File: config.mk
export PLATFORM = sky130hd
export DESIGN_NAME = tlic_top
export DESIGN_NICKNAME = d
export VERILOG_FILES = /design/src/tlic_pkg.sv /design/src/tlic_flags.sv /design/src/tlic_arbiter.sv /design/src/tlic_top.sv
export VERILOG_INCLUDE_DIRS = /design/src /design/src/src
export SDC_FILE = /design/constraint.sdc
export NUM_CORES = 1
export LEC_CHECK = 0
export BUFFER_PORTS_ARGS = -buffer_cell sky130_fd_sc_hd__buf_2
export CAP_MARGIN = 20
export CORE_MARGIN = 2
export CORE_UTILIZATION = 54
export DETAILED_ROUTE_END_ITERATION = 8
export PLACE_DENSITY = 0.91
export SLEW_MARGIN = 20
export SYNTH_ARGS = -nofsm -noshare
export SYNTH_HDL_FRONTEND = slang
export SYNTH_HIERARCHICAL = 1
export SYNTH_SLANG_ARGS = --single-unit
export TNS_END_PERCENT = 30
File: constraint.sdc
create_clock -name sys_clk -period 2.24 [get_ports sys_clk]
set_clock_uncertainty 0.2 [all_clocks]
set_input_delay 0.112 -clock sys_clk [delete_from_list [all_inputs] [get_ports sys_clk]]
set_output_delay 0.112 -clock sys_clk [all_outputs]
set_load 0.005 [all_outputs]
File: src/tlic_defines.svh
// Purpose: offsets, field positions, reset values and counts of the interrupt controller
// Assumes: byte addresses on a 32-bit APB, one register per aligned word
// Notes: definitions only
`ifndef TLIC_DEFINES_SVH
`define TLIC_DEFINES_SVH

`define TLIC_NUM_SRC 13
`define TLIC_ADDR_W 12
`define TLIC_OFS_TIMER_IRQ_CONTROL 12'h088
`define TLIC_OFS_BASE_IRQ_ENABLE 12'h0A8
`define TLIC_OFS_BASE_LEVEL_SELECT 12'h0B8
`define TLIC_OFS_SOURCE_FLAGS 12'h0C0
`define TLIC_OFS_EVENT_STATUS 12'h0C4
`define TLIC_OFS_EVENT_MASK 12'h0C8
`define TLIC_OFS_EXT_IRQ_ENABLE 12'h0E8
`define TLIC_OFS_EXT_LEVEL_SELECT 12'h0F8
`define TLIC_RST_REG8 8'h00
`define TLIC_RST_EVT 3'h0
`define TLIC_TIMER_IRQ_CONTROL_CTL_MASK 8'h55
`define TLIC_BIT_MASTER_GATE 7
`define TLIC_BIT_T1_FLAG 7
`define TLIC_BIT_T1_RUN 6
`define TLIC_BIT_T0_FLAG 5
`define TLIC_BIT_T0_RUN 4
`define TLIC_BIT_ADC_FLAG 3
`define TLIC_BIT_ADC_TRIG 2
`define TLIC_BIT_TMA_FLAG 1
`define TLIC_BIT_TMA_TRIG 0
`define TLIC_BASE_SRC_W 7
`define TLIC_EXT_SRC_W 6
`define TLIC_PERIPH_W 9
`define TLIC_SRC_TIMER_A 4'h0
`define TLIC_SRC_TIMER0 4'h1
`define TLIC_SRC_ADC 4'h2
`define TLIC_SRC_TIMER1 4'h3
`define TLIC_VEC_BASE 8'h03
`define TLIC_VEC_SHIFT 3
`define TLIC_EVT_W 3
`define TLIC_EVT_HIGH_TAKE 0
`define TLIC_EVT_LOW_TAKE 1
`define TLIC_EVT_RETURN 2

`endif

File: src/tlic_pkg.sv
// Purpose: types shared by the interrupt controller modules
// Assumes: tlic_defines.svh holds all numbers
// Notes: each module keeps its whole state in one packed struct
package tlic_pkg;
    `include "tlic_defines.svh"

    typedef logic [`TLIC_NUM_SRC-1:0] tlic_src_vec_t;
    typedef logic [3:0] tlic_src_num_t;

    // Nesting depth of running service routines
    typedef enum logic [1:0] {
        TLIC_SVC_IDLE,
        TLIC_SVC_LOW,
        TLIC_SVC_HIGH,
        TLIC_SVC_NESTED
    } tlic_svc_t;

    typedef struct packed {
        tlic_src_vec_t flag;
    } tlic_flag_state_t;

    typedef struct packed {
        logic [7:0] timer_irq_control_ctl;
        logic [7:0] base_en;
        logic [7:0] base_lvl;
        logic [7:0] ext_en;
        logic [7:0] ext_lvl;
        logic [`TLIC_EVT_W-1:0] evt_status;
        logic [`TLIC_EVT_W-1:0] evt_mask;
        logic irq_line;
        logic [31:0] prdata;
        logic pready;
        logic pslverr;
        logic tma_prev;
        logic adc_prev;
        tlic_svc_t svc;
        logic req;
        logic high;
        tlic_src_num_t num;
        logic [7:0] vector;
        logic take;
    } tlic_top_state_t;
endpackage : tlic_pkg

File: src/tlic_flags.sv
// Purpose: latched pending flag of each interrupt source
// Assumes: set, software clear and hardware clear arrive as one-cycle vectors
// Notes: a set in the same cycle as a clear keeps the flag
`timescale 1ns/1ps
module tlic_flags
    import tlic_pkg::*;
(
    input wire logic sys_clk,
    input wire logic sys_rst,
    input wire tlic_src_vec_t set_evt,
    input wire tlic_src_vec_t sw_clr,
    input wire tlic_src_vec_t hw_clr,
    output tlic_src_vec_t flag
);
    tlic_flag_state_t st_r;
    tlic_flag_state_t st_nxt;

    always_comb
    begin
        st_nxt = st_r;
        // Flags latch whatever the enables say
        st_nxt.flag = (st_r.flag & ~(sw_clr | hw_clr)) | set_evt;
    end

    always_ff @(posedge sys_clk or posedge sys_rst)
    begin
        if (sys_rst)
        begin
            st_r <= '0;
        end
        else
        begin
            st_r <= st_nxt;
        end
    end

    assign flag = st_r.flag;
endmodule : tlic_flags

File: src/tlic_arbiter.sv
// Purpose: picks the winning source over two priority groups
// Assumes: service depth comes from the controller's nesting state
// Notes: purely combinational
`timescale 1ns/1ps
module tlic_arbiter
    import tlic_pkg::*;
(
    input wire tlic_src_vec_t flag,
    input wire tlic_src_vec_t unmask,
    input wire tlic_src_vec_t high_level,
    input wire logic master_gate,
    input wire tlic_svc_t svc,
    output logic req,
    output logic high,
    output tlic_src_num_t num
);
    tlic_src_vec_t eligible;

    genvar g;
    generate
        for (g = 0; g < `TLIC_NUM_SRC; g++)
        begin : g_elig
            assign eligible[g] = flag[g] & unmask[g] & master_gate;
        end
    endgenerate

    logic hi_found;
    logic lo_found;
    tlic_src_num_t hi_num;
    tlic_src_num_t lo_num;

    always_comb
    begin
        hi_found = 1'b0;
        lo_found = 1'b0;
        hi_num = '0;
        lo_num = '0;
        // Walk downward so the lowest vector number is left standing
        for (int i = `TLIC_NUM_SRC - 1; i >= 0; i--)
        begin
            if (eligible[i] && high_level[i])
            begin
                hi_found = 1'b1;
                hi_num = tlic_src_num_t'(i);
            end
            else if (eligible[i])
            begin
                lo_found = 1'b1;
                lo_num = tlic_src_num_t'(i);
            end
        end
    end

    always_comb
    begin
        req = 1'b0;
        high = 1'b0;
        num = lo_num;
        case (svc)
            TLIC_SVC_IDLE:
            begin
                req = hi_found | lo_found;
                high = hi_found;
                num = hi_found ? hi_num : lo_num;
            end
            TLIC_SVC_LOW:
            begin
                req = hi_found;
                high = hi_found;
                num = hi_num;
            end
            default:
            begin
                req = 1'b0;
                high = 1'b0;
                num = lo_num;
            end
        endcase
    end
endmodule : tlic_arbiter

File: src/tlic_top.sv
// Purpose: two-group vectored interrupt controller with APB register access
// Assumes: all inputs synchronous to sys_clk; CPU signals instruction boundaries and returns
// Notes: APB answers with no wait state; unmapped addresses answer with pslverr
//
// Decided for this implementation: register access over APB.
`timescale 1ns/1ps

module tlic_top
    import tlic_pkg::*;
(
    input wire logic sys_clk,
    input wire logic sys_rst,
    input wire logic psel,
    input wire logic penable,
    input wire logic pwrite,
    input wire logic [`TLIC_ADDR_W-1:0] paddr,
    input wire logic [31:0] pwdata,
    input wire logic [3:0] pstrb,
    output logic [31:0] prdata,
    output logic pready,
    output logic pslverr,
    input wire logic timer_a_req_n,
    input wire logic adc_req_n,
    input wire logic timer0_ovf,
    input wire logic timer1_ovf,
    input wire logic [`TLIC_PERIPH_W-1:0] periph_evt,
    input wire logic inst_boundary,
    input wire logic cpu_return,
    output logic irq_req,
    output logic irq_high,
    output logic [7:0] irq_vector,
    output logic irq_take,
    output logic timer0_run,
    output logic timer1_run,
    output logic irq_line
);
    tlic_top_state_t st_r;
    tlic_top_state_t st_nxt;

    tlic_src_vec_t flag;
    tlic_src_vec_t set_evt;
    tlic_src_vec_t sw_clr;
    tlic_src_vec_t hw_clr;
    tlic_src_vec_t unmask;
    tlic_src_vec_t high_level;
    logic arb_req;
    logic arb_high;
    tlic_src_num_t arb_num;

    // APB phase decode
    logic setup;
    logic done;
    logic wr_lo;
    logic wr_hi;
    logic rd_done;
    logic hit_timer_irq_control;
    logic hit_ben;
    logic hit_blvl;
    logic hit_flags;
    logic hit_status;
    logic hit_mask;
    logic hit_een;
    logic hit_elvl;
    logic hit_any;

    // Source input conditioning, take accept, event status and read data
    logic tma_set;
    logic adc_set;
    logic accept;
    logic [`TLIC_EVT_W-1:0] evt;
    logic [`TLIC_EVT_W-1:0] status_hold;
    logic [7:0] timer_irq_control_rd;
    logic [31:0] rd_word;

    assign setup = psel & ~penable;
    assign done = psel & penable & st_r.pready;
    assign wr_lo = done & pwrite & pstrb[0];
    assign wr_hi = done & pwrite & pstrb[1];
    assign rd_done = done & ~pwrite;

    assign hit_timer_irq_control = (paddr == `TLIC_OFS_TIMER_IRQ_CONTROL);
    assign hit_ben = (paddr == `TLIC_OFS_BASE_IRQ_ENABLE);
    assign hit_blvl = (paddr == `TLIC_OFS_BASE_LEVEL_SELECT);
    assign hit_flags = (paddr == `TLIC_OFS_SOURCE_FLAGS);
    assign hit_status = (paddr == `TLIC_OFS_EVENT_STATUS);
    assign hit_mask = (paddr == `TLIC_OFS_EVENT_MASK);
    assign hit_een = (paddr == `TLIC_OFS_EXT_IRQ_ENABLE);
    assign hit_elvl = (paddr == `TLIC_OFS_EXT_LEVEL_SELECT);
    assign hit_any = hit_timer_irq_control | hit_ben | hit_blvl | hit_flags | hit_status
                   | hit_mask | hit_een | hit_elvl;

    // Level mode sets while the line is low; edge mode sets on a falling edge
    assign tma_set = st_r.timer_irq_control_ctl[`TLIC_BIT_TMA_TRIG] ? (st_r.tma_prev & ~timer_a_req_n)
                                                       : ~timer_a_req_n;
    assign adc_set = st_r.timer_irq_control_ctl[`TLIC_BIT_ADC_TRIG] ? (st_r.adc_prev & ~adc_req_n)
                                                       : ~adc_req_n;

    assign set_evt = {periph_evt, timer1_ovf, adc_set, timer0_ovf, tma_set};

    // Source order: base sources 0..6, extended sources 7..12
    assign unmask = {st_r.ext_en[`TLIC_EXT_SRC_W-1:0], st_r.base_en[`TLIC_BASE_SRC_W-1:0]};
    assign high_level = {st_r.ext_lvl[`TLIC_EXT_SRC_W-1:0],
                         st_r.base_lvl[`TLIC_BASE_SRC_W-1:0]};

    // A written zero clears a flag; a written one leaves it alone
    always_comb
    begin
        sw_clr = '0;
        if (wr_lo && hit_timer_irq_control)
        begin
            sw_clr[`TLIC_SRC_TIMER_A] = ~pwdata[`TLIC_BIT_TMA_FLAG];
            sw_clr[`TLIC_SRC_TIMER0] = ~pwdata[`TLIC_BIT_T0_FLAG];
            sw_clr[`TLIC_SRC_ADC] = ~pwdata[`TLIC_BIT_ADC_FLAG];
            sw_clr[`TLIC_SRC_TIMER1] = ~pwdata[`TLIC_BIT_T1_FLAG];
        end
        if (wr_lo && hit_flags)
        begin
            sw_clr[`TLIC_NUM_SRC-2:`TLIC_NUM_SRC-`TLIC_PERIPH_W] = ~pwdata[7:0];
        end
        if (wr_hi && hit_flags)
        begin
            sw_clr[`TLIC_NUM_SRC-1] = ~pwdata[8];
        end
    end

    // Stale request is blocked in the cycle right after a take
    assign accept = inst_boundary & st_r.req & ~st_r.take;

    always_comb
    begin
        hw_clr = '0;
        if (accept && (st_r.num == `TLIC_SRC_TIMER0 || st_r.num == `TLIC_SRC_TIMER1))
        begin
            hw_clr[st_r.num] = 1'b1;
        end
    end

    tlic_flags u_flags (
        .sys_clk(sys_clk),
        .sys_rst(sys_rst),
        .set_evt(set_evt),
        .sw_clr(sw_clr),
        .hw_clr(hw_clr),
        .flag(flag)
    );

    tlic_arbiter u_arbiter (
        .flag(flag),
        .unmask(unmask),
        .high_level(high_level),
        .master_gate(st_r.base_en[`TLIC_BIT_MASTER_GATE]),
        .svc(st_r.svc),
        .req(arb_req),
        .high(arb_high),
        .num(arb_num)
    );

    assign timer_irq_control_rd = {flag[`TLIC_SRC_TIMER1], st_r.timer_irq_control_ctl[`TLIC_BIT_T1_RUN],
                      flag[`TLIC_SRC_TIMER0], st_r.timer_irq_control_ctl[`TLIC_BIT_T0_RUN],
                      flag[`TLIC_SRC_ADC], st_r.timer_irq_control_ctl[`TLIC_BIT_ADC_TRIG],
                      flag[`TLIC_SRC_TIMER_A], st_r.timer_irq_control_ctl[`TLIC_BIT_TMA_TRIG]};

    // Read mux, evaluated in the setup cycle
    always_comb
    begin
        rd_word = '0;
        if (hit_timer_irq_control)
        begin
            rd_word = {24'h000000, timer_irq_control_rd};
        end
        else if (hit_ben)
        begin
            rd_word = {24'h000000, st_r.base_en};
        end
        else if (hit_blvl)
        begin
            rd_word = {24'h000000, st_r.base_lvl};
        end
        else if (hit_flags)
        begin
            rd_word = {23'h000000, flag[`TLIC_NUM_SRC-1:`TLIC_NUM_SRC-`TLIC_PERIPH_W]};
        end
        else if (hit_status)
        begin
            rd_word = {29'h00000000, st_r.evt_status};
        end
        else if (hit_mask)
        begin
            rd_word = {29'h00000000, st_r.evt_mask};
        end
        else if (hit_een)
        begin
            rd_word = {24'h000000, st_r.ext_en};
        end
        else if (hit_elvl)
        begin
            rd_word = {24'h000000, st_r.ext_lvl};
        end
        else
        begin
            rd_word = '0;
        end
    end

    assign evt[`TLIC_EVT_HIGH_TAKE] = accept & st_r.high;
    assign evt[`TLIC_EVT_LOW_TAKE] = accept & ~st_r.high;
    assign evt[`TLIC_EVT_RETURN] = cpu_return & (st_r.svc != TLIC_SVC_IDLE);

    // A status read clears only the bits it returned, so an event after the setup edge is kept
    assign status_hold = (rd_done && hit_status) ? (st_r.evt_status & ~st_r.prdata[`TLIC_EVT_W-1:0]) : st_r.evt_status;

    always_comb
    begin
        st_nxt = st_r;
        st_nxt.tma_prev = timer_a_req_n;
        st_nxt.adc_prev = adc_req_n;

        // APB slave: pready in the first access cycle
        st_nxt.pready = setup;
        if (setup)
        begin
            st_nxt.prdata = pwrite ? 32'h00000000 : rd_word;
            st_nxt.pslverr = ~hit_any;
        end
        else if (done)
        begin
            st_nxt.prdata = '0;
            st_nxt.pslverr = 1'b0;
        end

        if (wr_lo)
        begin
            if (hit_timer_irq_control)
            begin
                st_nxt.timer_irq_control_ctl = pwdata[7:0] & `TLIC_TIMER_IRQ_CONTROL_CTL_MASK;
            end
            else if (hit_ben)
            begin
                st_nxt.base_en = pwdata[7:0];
            end
            else if (hit_blvl)
            begin
                st_nxt.base_lvl = pwdata[7:0];
            end
            else if (hit_mask)
            begin
                st_nxt.evt_mask = pwdata[`TLIC_EVT_W-1:0];
            end
            else if (hit_een)
            begin
                st_nxt.ext_en = pwdata[7:0];
            end
            else if (hit_elvl)
            begin
                st_nxt.ext_lvl = pwdata[7:0];
            end
        end

        st_nxt.evt_status = status_hold | evt;
        st_nxt.irq_line = |(st_nxt.evt_status & st_nxt.evt_mask);

        // Registered request presented to the CPU
        st_nxt.req = arb_req;
        st_nxt.high = arb_high;
        st_nxt.num = arb_num;
        st_nxt.vector = 8'(`TLIC_VEC_BASE + (8'(arb_num) << `TLIC_VEC_SHIFT));
        st_nxt.take = accept;

        // Nesting of running routines; a return pops the innermost
        case (st_r.svc)
            TLIC_SVC_IDLE:
            begin
                if (accept)
                begin
                    st_nxt.svc = st_r.high ? TLIC_SVC_HIGH : TLIC_SVC_LOW;
                end
            end
            TLIC_SVC_LOW:
            begin
                if (cpu_return)
                begin
                    st_nxt.svc = TLIC_SVC_IDLE;
                end
                else if (accept && st_r.high)
                begin
                    st_nxt.svc = TLIC_SVC_NESTED;
                end
            end
            TLIC_SVC_HIGH:
            begin
                if (cpu_return)
                begin
                    st_nxt.svc = TLIC_SVC_IDLE;
                end
            end
            TLIC_SVC_NESTED:
            begin
                if (cpu_return)
                begin
                    st_nxt.svc = TLIC_SVC_LOW;
                end
            end
            default:
            begin
                st_nxt.svc = TLIC_SVC_IDLE;
            end
        endcase
    end

    always_ff @(posedge sys_clk or posedge sys_rst)
    begin
        if (sys_rst)
        begin
            st_r <= '0;
            st_r.timer_irq_control_ctl <= `TLIC_RST_REG8;
            st_r.base_en <= `TLIC_RST_REG8;
            st_r.base_lvl <= `TLIC_RST_REG8;
            st_r.ext_en <= `TLIC_RST_REG8;
            st_r.ext_lvl <= `TLIC_RST_REG8;
            st_r.tma_prev <= 1'b1;
            st_r.adc_prev <= 1'b1;
            st_r.svc <= TLIC_SVC_IDLE;
        end
        else
        begin
            st_r <= st_nxt;
        end
    end

    assign prdata = st_r.prdata;
    assign pready = st_r.pready;
    assign pslverr = st_r.pslverr;
    assign irq_req = st_r.req;
    assign irq_high = st_r.high;
    assign irq_vector = st_r.vector;
    assign irq_take = st_r.take;
    assign timer0_run = st_r.timer_irq_control_ctl[`TLIC_BIT_T0_RUN];
    assign timer1_run = st_r.timer_irq_control_ctl[`TLIC_BIT_T1_RUN];
    assign irq_line = st_r.irq_line;
endmodule : tlic_top

==> results.sh <==
export IMPL_status="finished clean"
export IMPL_synth_flop_cell="dfrtp_1"
export IMPL_start_kind="input pin"
export IMPL_grt_pass1_wl_um=21200
export IMPL_ios=116
export IMPL_worst_path_max_fanout=6
export IMPL_first_iter_violations=344
export IMPL_syn_cell_area_mm2=0.00452
export IMPL_crit_top_cell="and3_1"
export IMPL_drcViolationCount=0
export IMPL_cp_cell_sequence="dlygate4sd3_1, buf_2, and3_1, and3_1, and3_1, mux2_2, a221o_1"
export IMPL_tns_ns=0
export IMPL_drive_gt1_frac=0.307
export IMPL_cts_buffers=9
export IMPL_crit_slowest_cell="dlygate4sd3_1"
export IMPL_finalCritPeriodShare=0.993
export IMPL_synth_top_area_cell="dfrtp_1"
export IMPL_route_met2_wl_um=6720
export IMPL_slew_violations=0
export IMPL_max_clock_path_buffers=2
export IMPL_dieHeight_um=95.5
export IMPL_highest_layer="met4"
export IMPL_slew_limit_headroom=0.510
export IMPL_slowest_delay_ns=0.52
export IMPL_wl_met1_um=5380
export IMPL_worst_hold_slack_ns=0.0239
export IMPL_route_met3_wl_um=1170
export IMPL_total_power_mw=2.83
export IMPL_hp_class="input pin to flop"
export IMPL_grt_pass1_vias=4021
export IMPL_grt_max_degree=28
export IMPL_setup_ws_ns=0.0148
export IMPL_p_leak_nw=2.76
export IMPL_yosysMostFrequentCell="dfrtp_1"
export IMPL_synth_cells=447
export IMPL_period_minus_slack_ns=2.23
export IMPL_ys_seq_area_frac=0.438
export IMPL_ys_top_cells_by_area="dfrtp_1 43%, mux2_2 10%, buf_4 6.6%"
export IMPL_area_growth_pct=22.5
export IMPL_routed_wl_um=13600
export IMPL_die_area_mm2=0.00912
export IMPL_ys_top_cells_by_count="77 x dfrtp_1, 45 x nor2_1, 40 x buf_4, 40 x mux2_2, 23 x o21ai_0"
export IMPL_critPathRequiredTime_ns=2.28
export IMPL_fillers=651
export IMPL_via_count=4160
export IMPL_tritoncts="built"
export IMPL_power_density_mw_per_mm2=510
export IMPL_antenna_found_initial=0
export IMPL_htreeDepth=3
export IMPL_drtAntennaViolNets=0
export IMPL_path_class="input pin to flop"
export IMPL_hold_violations=0
export IMPL_start_util=0.553
export IMPL_synth_edff_count=0
export IMPL_synth_top_area_share=0.426
export IMPL_track_usage=0.316
export IMPL_async_reset_ff_frac=1.00
export IMPL_fp_coreArea_mm2=0.00818
export IMPL_synth_seq_cells=79
export IMPL_path_clk_slew_ns=0.09
export IMPL_cap_viol_max_count=0
export IMPL_num_rows=33
export IMPL_chipWidth_um=95.5
export IMPL_irDropWorstVdd_mv=0.296
export IMPL_dp_hpwl_um=9950
export IMPL_endpoint_kind="flop"
export IMPL_clockRootBuffer="clkbuf_8"
export IMPL_gp_congestion=0.957
export IMPL_routed_via_density=6.13
export IMPL_multiInputGateArea_mm2=0.00227
export IMPL_first_pass_iters=5
export IMPL_syn_area_per_cell_um2=10.1
export IMPL_clk_latency_ns=0.36
export IMPL_seq_area_mm2=0.00198
export IMPL_fmax_ghz=0.449
export IMPL_synth_cell_types=63
export IMPL_portBuffers=65
export IMPL_dp_slack_ns=-0.188
export IMPL_antennaDiodeCount=0
export IMPL_tightest_slew_ns=0.734
export IMPL_placed_cells=632
export IMPL_fin_cells=679
export IMPL_wl_per_cell_um=20.1
export IMPL_grt_overflow=0
export IMPL_arrival_ns=2.27
export IMPL_ys_warn_count=6
export IMPL_setup_viol=0
export IMPL_clkSinkCount=79
export IMPL_nets=637
==> power breakdown <==
part	internal (mW)	total (mW)	leakage, nW	switching [mW]
logic	0.107	0.251	1.62	0.143
clock network	0.551	1.10	0.0968	0.554
registers	1.45	1.47	1.04	0.0254
total	2.10	2.83	2.76	0.722
==> final cells by class <==
type / instances / area share
timing repair buffer: 128 / 0.164
tap: 105 / 0.0237
multi-input combinational: 338 / 0.410
inverter: 13 / 0.00881
clock inverter: 4 / 0.00994
sequential: 79 / 0.358
clock buffer: 12 / 0.0262
==> metrics by stage <==
stage / utilization / area, um^2
global route: 0.678 / 5540
floorplan: - / 4650
global placement: 0.614 / 5020
detailed placement: 0.614 / 5020
finish: 0.678 / 5540
CTS: 0.673 / 5500
==> per-layer routing <==
metal / vias to the layer above / global-route usage
li1: 1822 / -
met1: 2031 / 0.395
met4: 0 / 0.117
met5: - / 0
met2: 271 / 0.538
met3: 36 / 0.0672
==> cells in the final DEF, fill, tap and decap left out, types with 3 or more instances in the layout <==
cell / count
dfrtp_1: 76
buf_2: 65
nor2_1: 45
mux2_2: 40
conb_1: 37
buf_4: 32
dlygate4sd3_1: 28
o21ai_0: 23
nand2_1: 20
a21oi_1: 18
nand4_1: 15
a21o_1: 15
nand4b_1: 13
inv_1: 12
a22oi_1: 12
mux2i_1: 10
clkbuf_8: 10
nand3_1: 9
o211ai_1: 6
nor3_1: 5
nand2b_1: 4
and3_1: 4
nor2b_1: 4
and4_1: 4
a31oi_1: 3
o21a_1: 3
a221o_1: 3
buf_12: 3
and4b_1: 3
==> worst paths after layout <==
| path | cells after the start | slack [ns] | endpoint | startpoint |
|---|---|---|---|---|
| min in group asynchronous | 3 | 0.12 | high_level[10] | sys_rst |
| max in group asynchronous | 4 | 1.09 | st_r[18] | sys_rst |
| hold reg to reg | 1 | 0.29 | prdata[8] | prdata[8] |
| hold / removal | 4 | 0.02 | pslverr | paddr[8] |
| setup reg to reg | 5 | 0.05 | irq_line | pready |
| setup / recovery | 7 | 0.01 | irq_line | penable |
==> worst max-delay path, delay by kind of cell <==
family | cells | cell delay, ns
muxes | 1 | 0.38
buffers and inverters | 2 | 0.64
AOI/OAI and AO/OA | 1 | 0.33
and+or+nand+nor | 3 | 0.80
==> logic make-up after synthesis <==
| family | after synthesis | share of synthesized area |
|---|---|---|
| other | 2 | 0.00166 |
| and+or+nand+nor | 149 | 0.193 |
| muxes | 50 | 0.122 |
| buffers and inverters | 65 | 0.0911 |
| AOI/OAI and AO/OA | 102 | 0.154 |
| DFF | 79 | 0.438 |
==> state kept, by name (all words and copies together) (netlist names) <==
| signal | count |
|---|---|
| u_flags/flag | 13 |
| irq_vector | 2 |
| timer1_run | 1 |
| pslverr | 1 |
| st_r | 34 |
| irq_req | 1 |
| timer0_run | 1 |
| irq_take | 1 |
| irq_high | 1 |
| pready | 1 |
| prdata | 9 |
| high_level | 13 |
| irq_line | 1 |
==> repair_timing <==
action                     CTS  global route
hold buffers                28             0
setup endpoints to repair    0             5
setup buffers                0             3
hold endpoints to repair   136             0
gates resized for setup      0             2
(Power assumes the default switching activity.)
